File: config.mk
export PLATFORM = sky130hd
export DESIGN_NAME = porc_power_ctrl
export DESIGN_NICKNAME = d
export VERILOG_FILES = /design/src/shared/porc_pkg.sv /design/src/verilog/porc_power_ctrl.sv
export VERILOG_INCLUDE_DIRS = /design/src /design/src/shared
export SDC_FILE = /design/constraint.sdc
export NUM_CORES = 1
export LEC_CHECK = 0
export CAP_MARGIN = 20
export CORE_UTILIZATION = 25
export DETAILED_ROUTE_END_ITERATION = 6
export DONT_BUFFER_PORTS = 1
export GPL_ROUTABILITY_DRIVEN = 1
export GPL_TIMING_DRIVEN = 0
export PLACE_DENSITY_LB_ADDON = 0.25
export SLEW_MARGIN = 20
export SYNTH_ARGS = -nofsm -noshare
export SYNTH_HDL_FRONTEND = slang
export SYNTH_SLANG_ARGS = --single-unit
File: constraint.sdc
create_clock -name ref_clk -period 7.4 [get_ports ref_clk]
set_input_delay 1.48 -clock ref_clk [delete_from_list [all_inputs] [get_ports ref_clk]]
set_output_delay 1.48 -clock ref_clk [all_outputs]
set_load 0.02 [all_outputs]
File: src/shared/porc_defines.svh
`ifndef PORC_DEFINES_SVH
`define PORC_DEFINES_SVH

// Clock rate and the acknowledge window, with the window derived in cycles.
`define PORC_CLK_HZ          32'd200000000
`define PORC_HOLD_WINDOW_S   32'd8
`define PORC_HOLD_CYCLES     (`PORC_HOLD_WINDOW_S * `PORC_CLK_HZ)

// Sequence geometry in nonvolatile bank five.
`define PORC_SEQ_LEN         6'd48
`define PORC_BANK_BASE0      7'h00
`define PORC_BANK_BASE1      7'h30

// Reset level encodings.
`define PORC_LVL_POR         2'd0
`define PORC_LVL_HW          2'd1
`define PORC_LVL_SWO         2'd2

// Acknowledge modes.
`define PORC_MODE_HOLD       2'd0
`define PORC_MODE_AUTO       2'd1
`define PORC_MODE_MANUAL     2'd2

// Register byte offsets.
`define PORC_OFF_DEVCTRL     5'h00
`define PORC_OFF_RSTCFG      5'h04
`define PORC_OFF_STATUS      5'h08
`define PORC_OFF_BOOTST      5'h0c
`define PORC_OFF_CAUSE       5'h10
`define PORC_OFF_WARMCFG     5'h14

// Field positions.
`define PORC_DEVON_BIT       0
`define PORC_RSTCFG_HW_BIT   0
`define PORC_RSTCFG_INT_BIT  1
`define PORC_RSTCFG_MODE_LSB 2
`define PORC_CAUSE_TIMEOUT   0
`define PORC_CAUSE_ACKDROP   1
`define PORC_CAUSE_THERMAL   2
`define PORC_CAUSE_SHORT     3

// Synchronised pin indices.
`define PORC_PIN_ON          0
`define PORC_PIN_HOLD        1
`define PORC_PIN_WARM        2
`define PORC_PIN_BOOT        3
`define PORC_PIN_SLEEP       4

`endif

File: src/shared/porc_pkg.sv
package porc_pkg;

    typedef enum logic [2:0] {
        ST_OFF,
        ST_PWRUP,
        ST_ACTIVE,
        ST_SLEEP,
        ST_PWRDN
    } porc_state_t;

    typedef enum logic [1:0] {
        SEQ_NONE,
        SEQ_OFF_TO_ACTIVE_SEQUENCE,
        SEQ_ACTIVE_TO_OFF_SEQUENCE,
        SEQ_SLEEP_TO_OFF_SEQUENCE
    } porc_seq_kind_t;

    typedef struct packed {
        logic        read;
        logic        write;
        logic [4:0]  address;
        logic [31:0] writedata;
        logic [3:0]  byteenable;
    } porc_avs_req_t;

    typedef struct packed {
        logic [31:0] readdata;
        logic        waitrequest;
    } porc_avs_rsp_t;

    typedef struct packed {
        logic           run;
        porc_seq_kind_t kind;
        logic [6:0]     addr;
        logic           sel;
        logic           branchCond;
    } porc_seq_t;

    typedef struct packed {
        porc_state_t    state;
        porc_seq_kind_t seqKind;
        logic           seqRun;
        logic [5:0]     step;
        logic           seqSel;
        logic [6:0]     seqAddr;
        logic           branch;
        logic [4:0]     s1;
        logic [4:0]     s2;
        logic           prevAck;
        logic           prevWarm;
        logic [31:0]    holdCnt;
        logic           holdSeen;
        logic           devOn;
        logic [1:0]     ackMode;
        logic           hwCfg;
        logic           intInSleep;
        logic [3:0]     keepV;
        logic           bootStatus;
        logic [3:0]     cause;
        logic [1:0]     lastLevel;
        logic           resetOut;
        logic           intN;
        logic           hwClr;
        logic           swoClr;
        logic [3:0]     reload;
        logic           waitReq;
        logic [31:0]    rdata;
    } porc_st_t;

endpackage : porc_pkg

File: src/verilog/porc_power_ctrl.sv
// Contract
// - Reset output stays asserted until the whole power-up sequence has finished.
// - An ON request starts power-up; reset output is high while ACTIVE.
// - Hold modes: shut down after 8 s in ACTIVE unless acknowledge is high.
// - A falling hold pin is an OFF request.
// - Auto mode sets the device-on bit at power-up end; stays ACTIVE until cleared.
// - Outside hold mode, the device-on bit replaces the hold pin.
// - Boot pin low selects bank five 0x00-0x2F, high selects 0x30-0x5F.
// - Boot pin is latched into boot status at the end of power-up.
// - Boot pin level is offered to the sequencer as a static branch condition.
// - Power-on reset clears every register of all three domains.
// - OFF with hardware reset runs shutdown and clears hardware and switch-off domains.
// - OFF without hardware reset runs shutdown and clears switch-off domain only.
// - Reset levels: 0 power-on, 1 hardware, 2 switch-off.
// - Switch-off cause flags are cleared only by power-on reset or by writing ones to the cause register.
// - Hardware domain holds interrupt, pin, assignment and regulator config.
// - Switch-off domain holds device control and regulator voltage and mode.
// - Interrupt output is active low, low while an unmasked interrupt pends.
// - Interrupt is masked in SLEEP unless configured to stay active.
// - Warm reset pin runs the power-up sequence from ACTIVE or SLEEP.
`include "porc_defines.svh"

module porc_power_ctrl #(
    parameter logic [31:0] HOLD_CYCLES = `PORC_HOLD_CYCLES
) (
    // Clock and power-on reset.
    input  wire logic                   ref_clk,
    input  wire logic                   rst,
    // Register bus.
    input  wire porc_pkg::porc_avs_req_t avsReq,
    output      porc_pkg::porc_avs_rsp_t avsRsp,
    // Pins from the host and board.
    input  wire logic                   onReqPin,
    input  wire logic                   powerHoldPin,
    input  wire logic                   warmResetPinN,
    input  wire logic                   bootStrapPin,
    input  wire logic                   sleepReqPinN,
    // Events from the regulator and interrupt logic.
    input  wire logic                   thermalEvt,
    input  wire logic                   shortEvt,
    input  wire logic                   intPending,
    // Pins towards the host.
    output      logic                   resetOut,
    output      logic                   intN,
    // Sequencer and register domain control.
    output      porc_pkg::porc_seq_t    seq,
    output      logic                   hwDomainClr,
    output      logic                   swoDomainClr,
    output      logic [1:0]             resetLevel,
    output      logic [3:0]             regReload,
    output      porc_pkg::porc_state_t  devState
);
    import porc_pkg::*;

    porc_st_t   st_r;
    porc_st_t   st_nxt;
    logic       ack;
    logic       timed;
    logic       timeout;
    logic       ackDrop;
    logic       offReq;
    logic       warmFall;
    logic       seqLast;
    logic       busHit;
    logic       wrCommit;

    function automatic logic [31:0] regRead(input logic [4:0] addr, input porc_st_t s);
        logic [31:0] d;
        d = 32'h0;
        unique case (addr)
            `PORC_OFF_DEVCTRL: d[`PORC_DEVON_BIT] = s.devOn;
            `PORC_OFF_RSTCFG: begin
                d[`PORC_RSTCFG_HW_BIT]  = s.hwCfg;
                d[`PORC_RSTCFG_INT_BIT] = s.intInSleep;
                d[`PORC_RSTCFG_MODE_LSB +: 2] = s.ackMode;
            end
            `PORC_OFF_STATUS: d[7:0] = {s.holdSeen, s.lastLevel, s.resetOut, 1'b0, s.state};
            `PORC_OFF_BOOTST: d[0] = s.bootStatus;
            `PORC_OFF_CAUSE: d[3:0] = s.cause;
            `PORC_OFF_WARMCFG: d[3:0] = s.keepV;
            default: d = 32'h0;
        endcase
        return d;
    endfunction : regRead

    always_comb begin
        st_nxt = st_r;
        // Pins from the board pass two flops before any logic looks at them.
        st_nxt.s1 = {sleepReqPinN, bootStrapPin, warmResetPinN, powerHoldPin, onReqPin};
        st_nxt.s2 = st_r.s1;

        // Manual device-on mode follows the hold-pin behaviour with the bit as the pin.
        ack      = (st_r.ackMode == `PORC_MODE_HOLD) ? st_r.s2[`PORC_PIN_HOLD] : st_r.devOn;
        timed    = (st_r.ackMode != `PORC_MODE_AUTO);
        ackDrop  = st_r.prevAck & ~ack;
        timeout  = timed && (st_r.state == ST_ACTIVE) && !st_r.holdSeen
                   && (st_r.holdCnt == HOLD_CYCLES - 32'd1) && !ack;
        offReq   = ((st_r.state == ST_ACTIVE) || (st_r.state == ST_SLEEP))
                   && (timeout || ackDrop || thermalEvt || shortEvt);
        warmFall = st_r.prevWarm & ~st_r.s2[`PORC_PIN_WARM];
        seqLast  = (st_r.step == `PORC_SEQ_LEN - 6'd1);
        st_nxt.prevAck  = ack;
        st_nxt.prevWarm = st_r.s2[`PORC_PIN_WARM];

        st_nxt.hwClr  = 1'b0;
        st_nxt.swoClr = 1'b0;
        st_nxt.reload = 4'h0;
        st_nxt.branch = st_r.s2[`PORC_PIN_BOOT];
        st_nxt.intN   = ~(intPending && !((st_r.state == ST_SLEEP) && !st_r.intInSleep));

        // The window counts only until the acknowledge has been seen once.
        if ((st_r.state == ST_ACTIVE) && timed && !st_r.holdSeen) begin
            st_nxt.holdCnt = st_r.holdCnt + 32'd1;
            if (ack) begin
                st_nxt.holdSeen = 1'b1;
            end
        end

        // One wait cycle per access: data is fetched, then presented with waitrequest low.
        busHit          = avsReq.read | avsReq.write;
        wrCommit        = avsReq.write && !st_r.waitReq && avsReq.byteenable[0];
        st_nxt.waitReq  = !(busHit && st_r.waitReq);
        if (busHit && st_r.waitReq) begin
            st_nxt.rdata = regRead(avsReq.address, st_r);
        end
        if (wrCommit) begin
            unique case (avsReq.address)
                `PORC_OFF_DEVCTRL: st_nxt.devOn = avsReq.writedata[`PORC_DEVON_BIT];
                `PORC_OFF_RSTCFG: begin
                    st_nxt.hwCfg      = avsReq.writedata[`PORC_RSTCFG_HW_BIT];
                    st_nxt.intInSleep = avsReq.writedata[`PORC_RSTCFG_INT_BIT];
                    st_nxt.ackMode    = avsReq.writedata[`PORC_RSTCFG_MODE_LSB +: 2];
                end
                `PORC_OFF_CAUSE: st_nxt.cause = st_r.cause & ~avsReq.writedata[3:0];
                `PORC_OFF_WARMCFG: st_nxt.keepV = avsReq.writedata[3:0];
                default: st_nxt.rdata = st_nxt.rdata;
            endcase
        end

        // Cause flags are set after the software clear so that a same-cycle event wins.
        if ((st_r.state == ST_ACTIVE) || (st_r.state == ST_SLEEP)) begin
            st_nxt.cause = st_nxt.cause | {shortEvt, thermalEvt, ackDrop, timeout};
        end

        unique case (st_r.state)
            ST_OFF: begin
                if (st_r.s2[`PORC_PIN_ON]) begin
                    st_nxt.state    = ST_PWRUP;
                    st_nxt.seqKind  = SEQ_OFF_TO_ACTIVE_SEQUENCE;
                    st_nxt.seqRun   = 1'b1;
                    st_nxt.step     = 6'd0;
                    st_nxt.seqSel   = st_r.s2[`PORC_PIN_BOOT];
                    st_nxt.resetOut = 1'b0;
                end
            end
            ST_PWRUP: begin
                if (seqLast) begin
                    st_nxt.state      = ST_ACTIVE;
                    st_nxt.seqKind    = SEQ_NONE;
                    st_nxt.seqRun     = 1'b0;
                    st_nxt.resetOut   = 1'b1;
                    st_nxt.bootStatus = st_r.s2[`PORC_PIN_BOOT];
                    st_nxt.holdCnt    = 32'd0;
                    st_nxt.holdSeen   = 1'b0;
                    if (st_r.ackMode == `PORC_MODE_AUTO) begin
                        st_nxt.devOn = 1'b1;
                    end
                end else begin
                    st_nxt.step = st_r.step + 6'd1;
                end
            end
            ST_ACTIVE, ST_SLEEP: begin
                if (offReq) begin
                    st_nxt.state    = ST_PWRDN;
                    st_nxt.seqKind  = (st_r.state == ST_ACTIVE) ? SEQ_ACTIVE_TO_OFF_SEQUENCE : SEQ_SLEEP_TO_OFF_SEQUENCE;
                    st_nxt.seqRun   = 1'b1;
                    st_nxt.step     = 6'd0;
                    st_nxt.resetOut = 1'b0;
                end else if (warmFall) begin
                    // Regulators whose keep bit is clear reload their start-up voltage.
                    st_nxt.state    = ST_PWRUP;
                    st_nxt.seqKind  = SEQ_OFF_TO_ACTIVE_SEQUENCE;
                    st_nxt.seqRun   = 1'b1;
                    st_nxt.step     = 6'd0;
                    st_nxt.seqSel   = st_r.s2[`PORC_PIN_BOOT];
                    st_nxt.resetOut = 1'b0;
                    st_nxt.reload   = ~st_r.keepV;
                end else if ((st_r.state == ST_ACTIVE) && !st_r.s2[`PORC_PIN_SLEEP]) begin
                    st_nxt.state = ST_SLEEP;
                end else if ((st_r.state == ST_SLEEP) && st_r.s2[`PORC_PIN_SLEEP]) begin
                    st_nxt.state = ST_ACTIVE;
                end
            end
            ST_PWRDN: begin
                if (seqLast) begin
                    st_nxt.state   = ST_OFF;
                    st_nxt.seqKind = SEQ_NONE;
                    st_nxt.seqRun  = 1'b0;
                    // Device control lives in the switch-off domain and always clears.
                    st_nxt.swoClr  = 1'b1;
                    st_nxt.devOn   = 1'b0;
                    st_nxt.hwClr   = st_r.hwCfg;
                    st_nxt.lastLevel = st_r.hwCfg ? `PORC_LVL_HW : `PORC_LVL_SWO;
                    if (st_r.hwCfg) begin
                        // Cause flags are untouched here so the reason for the stop survives.
                        st_nxt.hwCfg      = 1'b0;
                        st_nxt.intInSleep = 1'b0;
                        st_nxt.ackMode    = `PORC_MODE_HOLD;
                        st_nxt.keepV      = 4'h0;
                    end
                end else begin
                    st_nxt.step = st_r.step + 6'd1;
                end
            end
        endcase

        st_nxt.seqAddr = (st_nxt.seqSel ? `PORC_BANK_BASE1 : `PORC_BANK_BASE0) + {1'b0, st_nxt.step};
    end

    // Power-on reset clears all three domains at once.
    always_ff @(posedge ref_clk) begin
        if (rst) begin
            st_r         <= '0;
            st_r.waitReq <= 1'b1;
            st_r.intN    <= 1'b1;
        end else begin
            st_r <= st_nxt;
        end
    end

    assign avsRsp             = '{readdata: st_r.rdata, waitrequest: st_r.waitReq};
    assign resetOut           = st_r.resetOut;
    assign intN               = st_r.intN;
    assign seq                = '{run: st_r.seqRun, kind: st_r.seqKind, addr: st_r.seqAddr,
                                  sel: st_r.seqSel, branchCond: st_r.branch};
    assign hwDomainClr        = st_r.hwClr;
    assign swoDomainClr       = st_r.swoClr;
    assign resetLevel         = st_r.lastLevel;
    assign regReload          = st_r.reload;
    assign devState           = st_r.state;
endmodule : porc_power_ctrl

==> flow_summary.ini <==
[sta]
setup_viol = 0
min_period_ns = 3.143
slew-limit-headroom = 0.4113
fin_skew_ns = 0.01297
final_max_slew_viol_count = 0
rsz0062_at_grt = false
tightestPinTransition_ns = 0.8750
hold_viol_final = 0
final.setup.tns_ns = 0
fmax_mhz = 318.1
finalCritPeriodShare = 0.4248

[min_path]
hold_path_class = reg2reg
min_path_cells = 1

[pwr]
pwr-share-comb = 0.076
p_clk_frac = 0.453
p_sw_uw = 267.1
seqPwrFrac = 0.471
swShare = 0.2395
power.internal_uw = 848.0
leakage_uw = 0.002077
irDropWorstVdd_mv = 0.1087
powerDensity_nw_per_um2 = 206.7

[global_routing]
grt_use_total = 0.1271
antenna_found_initial = 1
grt_max_degree = 17
grt_pass1_wl_um = 19430
gr-total-overflow = 0
first_global_vias = 3688

[clocking]
cts-resized-gates = 0
cts_buffer_depth = 2
cts_setup_buffers = 0
cts-buffers-inserted = 9
htree_levels = 3
clock_latency_ns = 0.36
root_buffer = clkbuf_16
cts_hold_buf = 0
path_clk_slew_ns = 0.07
cts_tree = yes
clock_sinks = 95

[logic_synthesis]
syn_inst = 547
ys_top_cells_by_area = dfxtp_1 (40%), buf_4 (8.6%), nor2_1 (5.7%), xor2_1 (3.9%), a21oi_1 (3.4%)
synth_commonest_cells = dfxtp_1 (95), nor2_1 (71), buf_4 (54), a21oi_1 (32), nand2_1 (31)
yosysSeqAreaShare = 0.4047
synth_top_family_by_area = simple AND/OR/NAND/NOR gates
synth.mux.area_fraction = 0.03727
netlist.area_leader.share = 0.4047
synth_adder_area_share = 0.01225
synth_area_leader_cell = dfxtp_1
synthXorXnorAreaFrac = 0.05032
netlist_area_um2 = 4700
yosysWarnings = 0
synth_compound_area_frac = 0.1230
synth-seq-cells = 95
ys.flop_type = dfxtp_1
yosysMostFrequentCell = dfxtp_1
yosys.area_share.simple = 0.2561
synthArstFlopShare = 0
synth_edf_count = 0
ys_types = 62
avgSynthCellArea_um2 = 8.591

[worst_setup_path]
cp-start-kind = flip-flop
cp.required_ns = 7.69
crit_type = reg2reg
slowest_stage = or4_1
path_depth = 10
cp.arrival_ns = 3.43
worst_setup_path_end_kind = flip-flop
crit_buf_inv = 2
crit_chain = clkbuf_1 > or4_1 > nor4_1 > nand4_2 > a211oi_2 > nor3_1 > ha_1 > inv_1 > fa_1 > nor2_1
critPathTopFamily = simple AND/OR/NAND/NOR gates
crit_path_max_incr_delay_ns = 0.56
path_max_fanout = 8
rr_worst_depth = 10

[route]
routed_wirelength_um = 11870
post_drt_wl_per_cell_um = 14.55
initialDrtViolationCount = 219
via_per_inst = 4.714
num_vias = 3847
remaining_drc_errors = 6
drtPass1Iterations = 7
ant_nets = 0

[run_status]
violations = design-rule violations
status = complete, but fails checks

[die]
fp.dieArea_um2 = 19350
rows = 49
start_util = 0.2581
fp.coreArea_um2 = 18210
fp.dieH_um = 139.1
boundaryPins = 111
die_x_um = 139.1

[placed_design]
io_buffers = 0
dp.cells = 799
routabilityCongestion = 0.8062
hpwl_um = 8910

[cells_and_area]
drive_gt1_frac = 0.1519
syn_to_final_growth_pct = 14.80
fill_cells = 1932
final_cell_count_no_fill = 816
num-nets-final = 638

[flow_run]
drv_cap = 0
## flip-flops by register name (all words and copies together), names as in the netlist
name / count
regReload: 4
resetLevel: 2
devState: 3
resetOut: 1
avsRsp: 9
hwDomainClr: 1
st_nxt: 7
seq: 8
st_r: 58
intN: 1
swoDomainClr: 1
## routing by layer
layer  vias up  part of all wire  GRT usage
met5         -                 0          0
met4         0             0.016    0.04971
met3        12             0.067    0.04006
met2       108              0.45     0.1978
met1      1807              0.46     0.1629
li1       1920                 -          -
## layout by cell type (no fill, tap or decap), drive strengths merged, types with 2 or more instances in the layout
| cell type | Yosys | layout |
|---|---|---|
| nand4 | 16 | 16 |
| conb | 1 | 24 |
| and4 | 6 | 6 |
| a311oi | 4 | 4 |
| and4b | 2 | 2 |
| nor4b | 2 | 2 |
| nor4 | 10 | 10 |
| dfxtp | 95 | 95 |
| nand2b | 7 | 7 |
| nand3 | 17 | 17 |
| a22oi | 9 | 9 |
| nor2 | 71 | 71 |
| nand2 | 31 | 31 |
| o22ai | 3 | 3 |
| xor2 | 21 | 21 |
| bufinv | 0 | 2 |
| mux2 | 2 | 2 |
| a221oi | 3 | 3 |
| clkbuf | 14 | 24 |
| or3 | 10 | 10 |
| ha | 3 | 3 |
| or4 | 3 | 3 |
| mux2i | 13 | 13 |
| xnor2 | 6 | 6 |
| inv | 13 | 15 |
| nor2b | 20 | 20 |
| clkinv | 0 | 2 |
| or4b | 3 | 3 |
| a31oi | 3 | 3 |
| o21ai | 26 | 26 |
| buf | 61 | 61 |
| a21oi | 32 | 32 |
| a211oi | 5 | 5 |
| and3 | 10 | 10 |
| nor3 | 7 | 7 |
| or3b | 3 | 3 |
## path summary, 6_finish.rpt
path | start | endpoint | slack, ns
setup / recovery | st_r[70] | seq[7] | 4.26
hold / removal | st_nxt[95] | st_nxt[102] | 0.44
setup reg to reg | st_r[70] | seq[7] | 4.26
hold reg to reg | st_nxt[95] | st_nxt[102] | 0.44
## worst register-to-register path, stage by stage, from the launching register on
cell and delay [ns]:
dfxtp_1 0.30, clkbuf_1 0.18, or4_1 0.56, nor4_1 0.45
nand4_2 0.34, a211oi_2 0.33, nor3_1 0.10, ha_1 0.21
inv_1 0.09, fa_1 0.41, nor2_1 0.10
## per-stage QoR
| step | worst slack, ns | cell area (um^2) | hold WS (ns) | total power (uW) | utilization |
|---|---|---|---|---|---|
| 2_1_floorplan | 4.193 | 4786 | 0.4065 | 604.3 | - |
| 3_3_place_gp | 3.949 | 5072 | 0.4179 | 620.5 | 0.2786 |
| 3_5_place_dp | 3.915 | 5072 | 0.4304 | 621.1 | 0.2786 |
| 4_1_cts | 4.239 | 5393 | 0.4456 | 1132 | 0.2962 |
| 5_1_grt | 4.052 | 5395 | 0.4620 | 1163 | 0.2963 |
| 6_report | 4.257 | 5395 | 0.4388 | 1115 | 0.2963 |
## cell type report
class,count,area (um^2),area share
Buffer,75,494.2,0.09160
Antenna cell,1,2.502,0.0004638
Inverter,13,48.80,0.009045
Tap cell,229,286.5,0.05311
Clock buffer,10,229.0,0.04244
Clock inverter,6,91.34,0.01693
Sequential cell,95,1902,0.3525
Multi-Input combinational cell,387,2341,0.4339
## logic make-up after synthesis
group | after synthesis
simple gates | 223
flops | 95
fa+ha+maj | 4
mux | 16
compound gates | 93
buf+inv | 88
other cells | 1
xor+xnor | 27
## power by group through the flow
stage	clock (uW)	sequential [uW]	combinational, uW
after floorplan	0	534	70.3
after global placement	0	537	83.6
after detailed placement	0	537	84.1
after CTS	523	525	84.6
after global routing	544	526	93.3
final	505	525	84.8
(Power assumes the default switching activity.)
